===== config.mk =====
export PLATFORM = sky130hd
export DESIGN_NAME = sfe_front_end
export DESIGN_NICKNAME = d
export VERILOG_FILES = /design/src/sfe_pkg.sv /design/src/sfe_sync.sv /design/src/sfe_timer.sv /design/src/sfe_front_end.sv
export SDC_FILE = /design/constraint.sdc
export NUM_CORES = 1
export LEC_CHECK = 0
export BUFFER_PORTS_ARGS = -buffer_cell sky130_fd_sc_hd__buf_2
export CORE_MARGIN = 2
export CORE_UTILIZATION = 62
export DETAILED_ROUTE_END_ITERATION = 10
export PLACE_DENSITY = 0.94
export SETUP_SLACK_MARGIN = 0.3
export SLEW_MARGIN = 15
export SYNTH_ARGS = -nofsm -noshare
export SYNTH_HDL_FRONTEND = slang
export SYNTH_SLANG_ARGS = --single-unit

===== constraint.sdc =====
create_clock -name CLK -period 5.8 [get_ports CLK]
set_clock_uncertainty 0.1 [all_clocks]
set_input_delay 1.45 -clock CLK [delete_from_list [all_inputs] [get_ports CLK]]
set_output_delay 1.45 -clock CLK [all_outputs]
set_load 0.01 [all_outputs]

===== src/sfe_pkg.sv =====
// Package with constants and carrier types for the serial flash front end.
package sfe_pkg;
    localparam int OP_W = 8;
    localparam int ADDR_BYTES = 3;
    localparam logic [8:0] PAGE_BYTES_STD = 9'h100;
    localparam logic [8:0] PAGE_BYTES_ALT = 9'h108;
    localparam logic [3:0] SECTOR_CNT = 4'h8;
    localparam int BUSY_TIME_US = 20;
    localparam int CLK_MHZ = 100;
    localparam int BUSY_CYCLES = BUSY_TIME_US * CLK_MHZ;
    localparam logic [1:0] POR_CYCLES = 2'h3;
    localparam logic [7:0] PROT_MAP_RESET = 8'h00;
    localparam logic [7:0] OPC_PAGE_PROGRAM = 8'h82;
    localparam logic [7:0] OPC_PAGE_ERASE = 8'h81;
    localparam logic [7:0] OPC_BLOCK_ERASE = 8'h50;
    localparam logic [7:0] OPC_SECTOR_ERASE = 8'h7C;
    localparam logic [7:0] OPC_PROT_WRITE = 8'h3F;
    localparam logic [7:0] OPC_PROT_ARM = 8'h3D;
    localparam logic [7:0] OPC_STATUS_READ = 8'hD7;
    localparam logic [7:0] OPC_PAGE_SIZE = 8'h3A;

    typedef struct packed {
        logic sel_n;
        logic sck;
        logic sdi;
    } sfe_pins_t;

    typedef struct packed {
        logic       rise;
        logic       fall;
        logic       frame_start;
        logic       frame_end;
        logic       selected;
        logic       sdi;
    } sfe_evt_t;

    typedef enum logic [3:0] {
        ST_IDLE = 4'b0001,
        ST_CMD = 4'b0010,
        ST_DROP = 4'b0100,
        ST_BUSY = 4'b1000
    } sfe_state_t;
endpackage


===== src/sfe_sync.sv =====
// Two-stage synchronisers and edge detection for the serial pins.
`timescale 1ns/100ps
module sfe_sync (
    input wire logic CLK,
    input wire logic NRST,
    input wire sfe_pkg::sfe_pins_t pins,
    output sfe_pkg::sfe_evt_t evt
);
    logic [2:0] meta_q;
    logic [2:0] sync_q;
    logic [2:0] prev_q;

    always_ff @(posedge CLK or negedge NRST) begin
        if (!NRST) begin
            meta_q <= 3'h7;
            sync_q <= 3'h7;
            prev_q <= 3'h7;
        end else begin
            meta_q <= pins;
            sync_q <= meta_q;
            prev_q <= sync_q;
        end
    end

    // Bit 2 is select, bit 1 the serial clock, bit 0 the serial input.
    assign evt.rise = sync_q[1] & ~prev_q[1] & ~sync_q[2];
    assign evt.fall = ~sync_q[1] & prev_q[1] & ~sync_q[2];
    assign evt.frame_start = ~sync_q[2] & prev_q[2];
    assign evt.frame_end = sync_q[2] & ~prev_q[2];
    assign evt.selected = ~sync_q[2];
    assign evt.sdi = sync_q[0];
endmodule


===== src/sfe_timer.sv =====
// Internal program and erase timer that runs without host strobes.
`timescale 1ns/100ps
module sfe_timer #(
    parameter int BUSY_CYCLES = sfe_pkg::BUSY_CYCLES
) (
    input wire logic CLK,
    input wire logic NRST,
    input wire logic start,
    output logic busy
);
    logic [15:0] cnt_q;

    always_ff @(posedge CLK or negedge NRST) begin
        if (!NRST) begin
            cnt_q <= 16'h0000;
        end else if (start) begin
            cnt_q <= 16'(BUSY_CYCLES);
        end else if (cnt_q != 16'h0000) begin
            cnt_q <= cnt_q - 16'h0001;
        end
    end

    assign busy = (cnt_q != 16'h0000);
endmodule


===== src/sfe_front_end.sv =====
// Pin-level serial front end: framing, shifting, write guard and reset.
`timescale 1ns/100ps
module sfe_front_end #(
    parameter int BUSY_CYCLES = sfe_pkg::BUSY_CYCLES
) (
    input wire logic CLK,
    input wire logic NRST,
    input wire logic SEL_N,
    input wire logic SCK,
    input wire logic SDI,
    input wire logic WGUARD_N,
    input wire logic [7:0] STATUS_IN,
    output logic SDO,
    output logic SDO_OE,
    output logic STANDBY,
    output logic BUSY,
    output logic PAGE_ALT,
    output logic [7:0] OPCODE,
    output logic [23:0] ADDRESS,
    output logic CMD_VALID,
    output logic [7:0] PROT_MAP
);
    sfe_pkg::sfe_evt_t evt;
    sfe_pkg::sfe_pins_t pins;
    sfe_pkg::sfe_state_t state_q, state_d;
    logic [1:0] por_q;
    logic por_done;
    logic [31:0] shreg_q;
    logic [5:0] bitcnt_q;
    logic [7:0] prot_q;
    logic armed_q;
    logic page_alt_q;
    logic [7:0] out_q;
    logic sdo_q, oe_q, standby_q, cmd_valid_q;
    logic [7:0] opcode_q;
    logic [23:0] addr_q;
    logic busy;
    logic tmr_start;
    logic op_done, addr_done;
    logic [7:0] op_now;
    logic is_write, is_prot, guarded, shift_in;
    logic [3:0] sector_idx;
    logic [23:0] addr_now;
    logic busy_q;
    logic [1:0] wg_q;
    logic guard_on;

    function automatic logic writes_array(input logic [7:0] op);
        writes_array = (op == sfe_pkg::OPC_PAGE_PROGRAM) || (op == sfe_pkg::OPC_PAGE_ERASE) ||
            (op == sfe_pkg::OPC_BLOCK_ERASE) || (op == sfe_pkg::OPC_SECTOR_ERASE);
    endfunction

    assign pins = '{sel_n: SEL_N, sck: SCK, sdi: SDI};

    sfe_sync u_sync (
        .CLK(CLK),
        .NRST(NRST),
        .pins(pins),
        .evt(evt)
    );

    sfe_timer #(.BUSY_CYCLES(BUSY_CYCLES)) u_timer (
        .CLK(CLK),
        .NRST(NRST),
        .start(tmr_start),
        .busy(busy)
    );

    // Power-on settle counter: it starts cleared under async reset and counts up with no pin help.
    always_ff @(posedge CLK or negedge NRST) begin
        if (!NRST) begin
            por_q <= 2'h0;
        end else if (por_q != sfe_pkg::POR_CYCLES) begin
            por_q <= por_q + 2'h1;
        end
    end
    assign por_done = (por_q == sfe_pkg::POR_CYCLES);

    // The guard pin is asynchronous, so it passes two flops before any decision reads it.
    always_ff @(posedge CLK or negedge NRST) begin
        if (!NRST) begin
            wg_q <= 2'h3;
        end else begin
            wg_q <= {wg_q[0], WGUARD_N};
        end
    end
    assign guard_on = !wg_q[1];

    // Shifting happens only while selected and after a fresh frame start.
    assign shift_in = evt.rise && evt.selected && (state_q == sfe_pkg::ST_CMD);
    assign op_now = {shreg_q[6:0], evt.sdi};
    assign op_done = shift_in && (bitcnt_q == 6'(sfe_pkg::OP_W - 1));
    assign addr_done = shift_in && (bitcnt_q == 6'(sfe_pkg::OP_W * (1 + sfe_pkg::ADDR_BYTES) - 1));
    assign addr_now = {shreg_q[22:0], evt.sdi};
    assign is_write = writes_array(opcode_q);
    assign is_prot = (opcode_q == sfe_pkg::OPC_PROT_WRITE);
    // The page field moves up one bit with the longer page, so the sector index follows.
    assign sector_idx = page_alt_q ? addr_now[20:17] : addr_now[19:16];
    assign guarded = (guard_on || armed_q) && prot_q[sector_idx[2:0]];
    assign tmr_start = addr_done && is_write && !guarded;

    always_comb begin
        state_d = state_q;
        case (state_q)
            sfe_pkg::ST_IDLE: begin
                if (evt.frame_start && por_done) begin
                    state_d = sfe_pkg::ST_CMD;
                end
            end
            sfe_pkg::ST_CMD: begin
                if (evt.frame_end) begin
                    state_d = sfe_pkg::ST_IDLE;
                end else if (addr_done && is_write) begin
                    state_d = guarded ? sfe_pkg::ST_DROP : sfe_pkg::ST_BUSY;
                end
            end
            sfe_pkg::ST_DROP: begin
                if (evt.frame_end) begin
                    state_d = sfe_pkg::ST_IDLE;
                end
            end
            sfe_pkg::ST_BUSY: begin
                if (!busy && !evt.selected) begin
                    state_d = sfe_pkg::ST_IDLE;
                end
            end
            default: state_d = sfe_pkg::ST_IDLE;
        endcase
    end

    always_ff @(posedge CLK or negedge NRST) begin
        if (!NRST) begin
            state_q <= sfe_pkg::ST_IDLE;
        end else begin
            state_q <= state_d;
        end
    end

    // Bit counter and shift register clear at every frame start.
    always_ff @(posedge CLK or negedge NRST) begin
        if (!NRST) begin
            shreg_q <= 32'h00000000;
            bitcnt_q <= 6'h00;
        end else if (evt.frame_start) begin
            shreg_q <= 32'h00000000;
            bitcnt_q <= 6'h00;
        end else if (shift_in) begin
            shreg_q <= {shreg_q[30:0], evt.sdi};
            bitcnt_q <= (bitcnt_q == 6'h3F) ? bitcnt_q : bitcnt_q + 6'h01;
        end
    end

    always_ff @(posedge CLK or negedge NRST) begin
        if (!NRST) begin
            opcode_q <= 8'h00;
            addr_q <= 24'h000000;
            cmd_valid_q <= 1'b0;
        end else begin
            cmd_valid_q <= addr_done && !(is_write && guarded);
            if (op_done) begin
                opcode_q <= op_now;
            end
            if (addr_done) begin
                addr_q <= addr_now;
            end
        end
    end

    // Lock map, software arming and page length, all altered at frame end.
    always_ff @(posedge CLK or negedge NRST) begin
        if (!NRST) begin
            prot_q <= sfe_pkg::PROT_MAP_RESET;
            armed_q <= 1'b0;
            page_alt_q <= 1'b0;
        end else if (evt.frame_end && state_q == sfe_pkg::ST_CMD) begin
            if (is_prot && !guard_on && bitcnt_q == 6'h28) begin
                prot_q <= shreg_q[7:0];
            end
            if (opcode_q == sfe_pkg::OPC_PROT_ARM && bitcnt_q == 6'h20) begin
                armed_q <= 1'b1;
            end
            if (opcode_q == sfe_pkg::OPC_PAGE_SIZE && bitcnt_q == 6'h20) begin
                page_alt_q <= shreg_q[0];
            end
        end
    end

    // Output shifter: loads status after the opcode and moves on falling edges.
    always_ff @(posedge CLK or negedge NRST) begin
        if (!NRST) begin
            out_q <= 8'h00;
            sdo_q <= 1'b0;
            oe_q <= 1'b0;
        end else if (!evt.selected) begin
            oe_q <= 1'b0;
            sdo_q <= 1'b0;
        end else if (evt.fall && bitcnt_q >= 6'(sfe_pkg::OP_W) &&
                opcode_q == sfe_pkg::OPC_STATUS_READ) begin
            // A fresh status snapshot is reloaded from STATUS_IN once the eight bits are gone.
            oe_q <= 1'b1;
            sdo_q <= (bitcnt_q[2:0] == 3'h0) ? busy : out_q[7];
            out_q <= (bitcnt_q[2:0] == 3'h0) ? {STATUS_IN[6:0], 1'b0} : {out_q[6:0], 1'b0};
        end
    end

    always_ff @(posedge CLK or negedge NRST) begin
        if (!NRST) begin
            standby_q <= 1'b1;
        end else begin
            standby_q <= !evt.selected && (state_d == sfe_pkg::ST_IDLE);
        end
    end

    // The busy pin is registered so it never shows a decode glitch.
    always_ff @(posedge CLK or negedge NRST) begin
        if (!NRST) begin
            busy_q <= 1'b0;
        end else begin
            busy_q <= (state_d == sfe_pkg::ST_BUSY);
        end
    end

    assign SDO = sdo_q;
    assign SDO_OE = oe_q;
    assign STANDBY = standby_q;
    assign BUSY = busy_q;
    assign PAGE_ALT = page_alt_q;
    assign OPCODE = opcode_q;
    assign ADDRESS = addr_q;
    assign CMD_VALID = cmd_valid_q;
    assign PROT_MAP = prot_q;
endmodule


==> results of run 1 <==
[metrics by stage]
stage               setup WS (ns)  hold WS [ns]   util  power [mW]  cells
finish                       2.92         0.257  0.752        1.93    634
global route                 2.74         0.257  0.752        1.98    634
CTS                          2.92         0.257  0.751        1.93    634
detailed placement           2.95         0.249  0.677       0.867    602
global placement             3.00         0.246  0.677       0.864    602
floorplan                    3.44         0.245      -       0.842    457
[cell usage after synthesis (5+ instances only)]
master    count  area share
nand2_1      72       0.053
dfstp_2      12       0.062
dfrtp_1     103        0.50
ha_1          5       0.012
nor3_1        8      0.0078
nor2b_1       9       0.011
or3_1        11       0.013
nor4_1        8      0.0098
mux2i_1       9       0.018
nand2b_1      7      0.0086
xnor2_1       8       0.014
nor2_1       24       0.018
a21oi_1      33       0.032
nand3_1       6      0.0059
clkbuf_1     16       0.012
o21ai_0      16       0.016
mux2_2       44       0.097
inv_1         8      0.0059
[metal layers]
| metal | part of all wire | vias to the layer above | GRT usage | wire [um] |
|---|---|---|---|---|
| li1 | - | 1736 | - | - |
| met1 | 0.37 | 1919 | 0.332 | 4570 |
| met2 | 0.52 | 228 | 0.492 | 6480 |
| met3 | 0.067 | 53 | 0.0814 | 827 |
| met4 | 0.042 | 0 | 0.173 | 520 |
| met5 | 0 | - | 0 | 0 |
[registers in the layout (all words and copies together) (netlist names)]
register       flops
ADDRESS           24
BUSY               1
CMD_VALID          1
OPCODE             8
PAGE_ALT           1
PROT_MAP           8
SDO                1
SDO_OE             1
STANDBY            1
armed_q            1
bitcnt_q           6
out_q              7
por_q              2
shreg_q           23
state_q            4
u_sync.meta_q      3
u_sync.prev_q      2
u_sync.sync_q      3
u_timer.cnt_q     16
wg_q               2
[kinds of logic after synthesis]
logic type,Yosys count,share of synthesized area
AO/OA/AOI/OAI,73,0.0912
XOR/XNOR,12,0.0205
adder cells (fa/ha/maj),5,0.0122
buffers and inverters,29,0.0230
flip-flops,115,0.566
multiplexers,54,0.119
AND/OR/NAND/NOR,169,0.169
[how the worst max path moves through the flow]
stage / startpoint / end / slack, ns / cells past startpoint
4_1_cts: bitcnt_q[0]$_DFFE_PN0P_ / PROT_MAP[6]$_DFFE_PN0P_ / 2.92 / 7
3_5_place_dp: bitcnt_q[0]$_DFFE_PN0P_ / PROT_MAP[6]$_DFFE_PN0P_ / 2.95 / 7
6_report: bitcnt_q[0]$_DFFE_PN0P_ / PROT_MAP[6]$_DFFE_PN0P_ / 2.92 / 7
5_1_grt: bitcnt_q[0]$_DFFE_PN0P_ / PROT_MAP[6]$_DFFE_PN0P_ / 2.74 / 7
2_1_floorplan: state_q[3]$_DFF_PN0_ / u_timer.cnt_q[1]$_DFFE_PN0P_ / 3.44 / 7
3_3_place_gp: NRST / ADDRESS[11]$_DFFE_PN0P_ / 3.00 / 2
[layout make-up]
cell class / instances / area share
inverter: 8 / 0.00494
clock inverter: 13 / 0.0282
timing repair buffer: 61 / 0.0518
sequential: 115 / 0.475
multi-input combinational: 313 / 0.347
tap: 105 / 0.0216
clock buffer: 19 / 0.0709
[power by group through the flow]
stage	combinational [mW]	sequential (mW)	clock, mW
global route	0.0413	0.818	1.12
finish	0.0362	0.818	1.08
CTS	0.0366	0.817	1.08
global placement	0.0344	0.830	0
detailed placement	0.0356	0.831	0
floorplan	0.0133	0.829	0
==> qor.yml, run 1 <==
status:
  status: "completed"
cells_and_area:
  multi_input_area_um2: 2110
  drive_gt1_frac: 0.306
  fillers: 493
  layout_commonest_cell: "dfrtp_1"
  nets: 535
  area_growth_pct: 19.0
  final_area_um2: 6080
  num_antenna_cells: 0
  mostFrequentLayoutCells: "103 x dfrtp_1, 72 x nand2_1, 57 x buf_2"
  seqCellArea_um2: 2890
timing:
  fin_tns_setup_ns: 0
  maxSlewHeadroom: 0.343
  fin_crit_ns: 2.88
  slew_viol_final: 0
  setup_viol: 0
  fin_crit_sh: 0.497
  fmax_mhz: 347
  worstMarginPinSlew_ns: 0.984
  rsz0062_at_grt: "no"
  finalHoldViolCount: 0
worst_setup_path:
  crit_path_end_kind: "register"
  critical_path.cell_chain: "inv_1, ha_1, nor2b_1, and4_1, nand3_1, nor2_2, mux2_2"
  regToRegSetupSlack_ns: 2.92
  crit_family: "simple AND/OR/NAND/NOR gates"
  rr_endpoint: "PROT_MAP[6]$_DFFE_PN0P_"
  required_ns: 6.11
  crit_type: "reg2reg"
  worstPathMaxFanout: 9
  worst-path-buf-inv: 1
  start_kind: "register"
  critical_path_arrival_ns: 3.19
  reg2reg_from: "bitcnt_q[0]$_DFFE_PN0P_"
  slowest_delay_ns: 0.77
  r2r_cells: 7
  crit_path_top_delay_cell: "nor2b_1"
global_route:
  grt_pass1_wl_mm: 19.5
  antenna_found_initial: 0
  gr-usage-all-layers: 0.292
  grt_pass1_vias: 3966
  grt_overflow_total: 0
  grt_max_degree: 76
cts:
  post_cts_resized: 0
  ctsLongestPathBuffers: 2
  cts_buffers: 17
  cts_tree: "done"
  cts-hold-fix-buffers: 0
  post-cts-setup-buffers: 0
  path_clk_slew_ns: 0.06
  clock-sinks: 115
  worstSkewPairLatency_ns: 0.53
  cts-htree-levels: 4
  cts_root_buf: "clkbuf_8"
placement:
  place_area_um2: 5480
  io_buffers: 58
  dp_hpwl_mm: 7.30
  routabilityCongestion: 0.852
die:
  die_width_um: 94.8
  die_y_um: 94.8
  initial_utilization: 0.632
  rows: 33
  die_area_um2: 8990
  ios: 60
  core_um2: 8090
synthesis:
  synth_edf_count: 0
  synth_area_per_cell_um2: 11.2
  synthFlopType: "dfrtp_1"
  synth_area_um2: 5110
  ys_seq_area_frac: 0.566
  synth-seq-cells: 115
  async_reset_ff_frac: 1.00
  yosysWarnings: 0
  postSynthCellCount: 457
  synth_fp_nets: 476
  synth_cell_types: 54
power:
  ir_worst_vdd_uv: 276
  p_sw_uw: 435
  p_per_area_nw_per_um2: 317
  power_frac_seq: 0.424
  swShare: 0.226
  p_leak_nw: 3.01
  clock_power_share: 0.557
  combPwrFrac: 0.019
  p_int_mw: 1.49
drt:
  first_pass_iters: 5
  drtIter0Drc: 308
  detail-route-antenna-nets: 0
  vias: 3936
  drc_errors: 0
  wl_per_cell_um: 19.6
  wl_mm: 12.4
  vias_per_cell: 6.21
hold_path:
  hp-class: "reg2reg"
  hold_depth: 0
  min_delay_worst_endpoint: "u_sync.sync_q[2]$_DFF_PN1_"
  min_from: "u_sync.meta_q[2]$_DFF_PN1_"
flow_run:
  maxCapViolations: 0
No activity file was read; power rests on OpenSTA's default activity.
==> run 2, diff against run 1 <==
- CORE_UTILIZATION: 62 -> 58
- PLACE_DENSITY: 0.94 -> 0.89
- clock period: 5.8 -> 2.9 ns (I/O delays scaled with it)
==> run 2 against run 1 <==
  * Combinational power rose by 110%
  * Largest power group unchanged
  * Critical path type unchanged
  * Final area is 0.25% higher
  * Clock power up 74%
==> qor.yml, run 2 (synthesis gave the netlist of run 1 again) <==
status:
  status: "completed"
cells_and_area:
  fillers: 573  # +16%
  final_area_um2: 6100  # +0.25%
  layout_commonest_cell: "dfrtp_1"
  area_growth_pct: 19.3
  drive_gt1_frac: 0.320  # +0.0140
  num_antenna_cells: 0  # unchanged
  seqCellArea_um2: 2890  # unchanged
  final_cells: 642  # +1.3%
  largest_register_ffs: 24  # unchanged
  mostFrequentLayoutCells: "103 x dfrtp_1, 72 x nand2_1, 57 x buf_2"
  multi_input_area_um2: 2130  # +0.65%
  nets: 540  # +0.93%
placement:
  routabilityCongestion: 0.855  # +0.35%
  dpl.cell_count: 609  # +1.2%
  dp_hpwl_mm: 7.28  # -0.29%
  place_area_um2: 5520  # +0.85%
  io_buffers: 58  # unchanged
worst_setup_path:
  regToRegSetupSlack_ns: 0.45  # -2.47 ns
  critical_path.cell_chain: "or4b_4, nor4_2, nand2_1, nor4_1, mux2_2"
  crit_path_top_delay_cell: "or4b_4"
  worst-path-buf-inv: 0  # -1
  crit_type: "reg2reg"
  critical_path_arrival_ns: 2.74  # -0.45 ns
  r2r_cells: 5  # -2
  crit_family: "simple AND/OR/NAND/NOR gates"
  start_kind: "register"
  required_ns: 3.19  # -2.92 ns
  slowest_delay_ns: 0.61  # -0.16 ns
  crit_path_end_kind: "register"
  worst-path-stages: 5  # -2
  worstPathMaxFanout: 7  # -2
cts:
  cts_root_buf: "clkbuf_8"
  cts-hold-fix-buffers: 0  # unchanged
  worstSkewPairLatency_ns: 0.51  # -0.02 ns
  cts-htree-levels: 4  # unchanged
  cts_buffers: 17  # unchanged
  cts_tree: "done"
  path_clk_slew_ns: 0.06  # about the same
  ctsLongestPathBuffers: 2  # unchanged
  clock-sinks: 115  # unchanged
global_route:
  antenna_found_initial: 0  # unchanged
  grt_pass1_wl_mm: 19.2  # -1.7%
  gr-usage-all-layers: 0.252  # -0.0397
  grt_max_degree: 81  # +6.6%
  grt_pass1_vias: 3919  # -1.2%
  grt_overflow_total: 0  # unchanged
timing:
  maxSlewHeadroom: 0.543  # +0.200
  rsz0062_at_grt: "no"
  fmax_mhz: 408  # +18%
  finalHoldViolCount: 0  # unchanged
  fin_tns_setup_ns: 0  # unchanged
  worstMarginPinSlew_ns: 0.680  # -0.304 ns
  setup_viol: 0  # unchanged
  fin_crit_ns: 2.45  # -0.431 ns
  slew_viol_final: 0  # unchanged
  hold_ws_ns: 0.0571  # -0.200 ns
  fin_crit_sh: 0.844  # +0.348
drt:
  wl_per_cell_um: 17.8  # -8.9%
  drc_errors: 0  # unchanged
  vias_per_cell: 6.06  # -2.3%
  drtIter0Drc: 267  # -13%
  first_pass_iters: 5  # unchanged
  detail-route-antenna-nets: 0  # unchanged
  vias: 3893  # -1.1%
  wl_mm: 11.4  # -7.8%
die:
  core_um2: 8640  # +6.7%
  die_width_um: 97.9  # +3.2%
  rows: 34  # +3.0%
  ios: 60  # unchanged
  die_area_um2: 9590  # +6.6%
  die_y_um: 97.9  # +3.2%
  initial_utilization: 0.592  # -0.0397
hold_path:
  hp-class: "in2async"
flow_run:
  maxCapViolations: 0  # unchanged
power:
  p_leak_nw: 3.02  # +0.20%
  finalPower_mw: 3.59  # +86%
  p_per_area_nw_per_um2: 589  # +86%
  ir_worst_vdd_uv: 602  # +120%
[run 2: cell types whose count changed in the layout (fill, tap and decap cells not counted), moves of 2 or more]
cell	previous run	this run
buf_4	4	7
bufinv_16	3	0
buf_12	0	2
clkinv_2	1	3
inv_8	0	2
[run 2: area by class of cell]
type / count / share of cell area
flip-flops and latches: 115 / 0.474
multi-input cells: 313 / 0.349
clock buffers: 17 / 0.0679
repair buffers: 66 / 0.0619
well taps: 108 / 0.0222
clock inverters: 15 / 0.0203
inverters: 8 / 0.00492
[run 2: repair_timing]
action / in CTS / in global routing
setup endpoints to repair: 9 / 35
resized for setup: 2 / 2
setup buffers: 0 / 1
[run 2: where the power goes]
group,leakage (nW),internal (mW),switching (mW),total (mW)
Combinational,1.23,0.0219,0.0537,0.0756
Sequential,1.52,1.62,0.0112,1.63
Clock,0.267,1.07,0.809,1.88
Total,3.02,2.72,0.874,3.59
[run 2: worst paths after layout]
path / to / start
setup / recovery: PAGE_ALT$_DFFE_PN0P_ / state_q[3]$_DFF_PN0_
min in group CLK: u_sync.meta_q[0]$_DFF_PN1_ / SDI
hold / removal: out_q[5]$_DFFE_PN0P_ / NRST
hold reg to reg: u_sync.sync_q[1]$_DFF_PN1_ / u_sync.meta_q[1]$_DFF_PN1_
setup reg to reg: PAGE_ALT$_DFFE_PN0P_ / state_q[3]$_DFF_PN0_
max in group asynchronous: u_sync.prev_q[2]$_DFF_PN1_ / NRST
[run 2: metrics by stage]
step	setup slack, ns	util
after floorplan	0.541	-
after global placement	0.384	0.640
after detailed placement	0.201	0.640
after CTS	0.354	0.703
after global routing	0.351	0.706
final	0.451	0.706
[run 2: layer usage]
metal	routed length (um)	global-route usage	vias to the layer above
met5	0	0	-
met4	296	0.131	0
met3	697	0.0666	27
met2	5830	0.400	157
met1	4610	0.321	1951
li1	-	-	1758
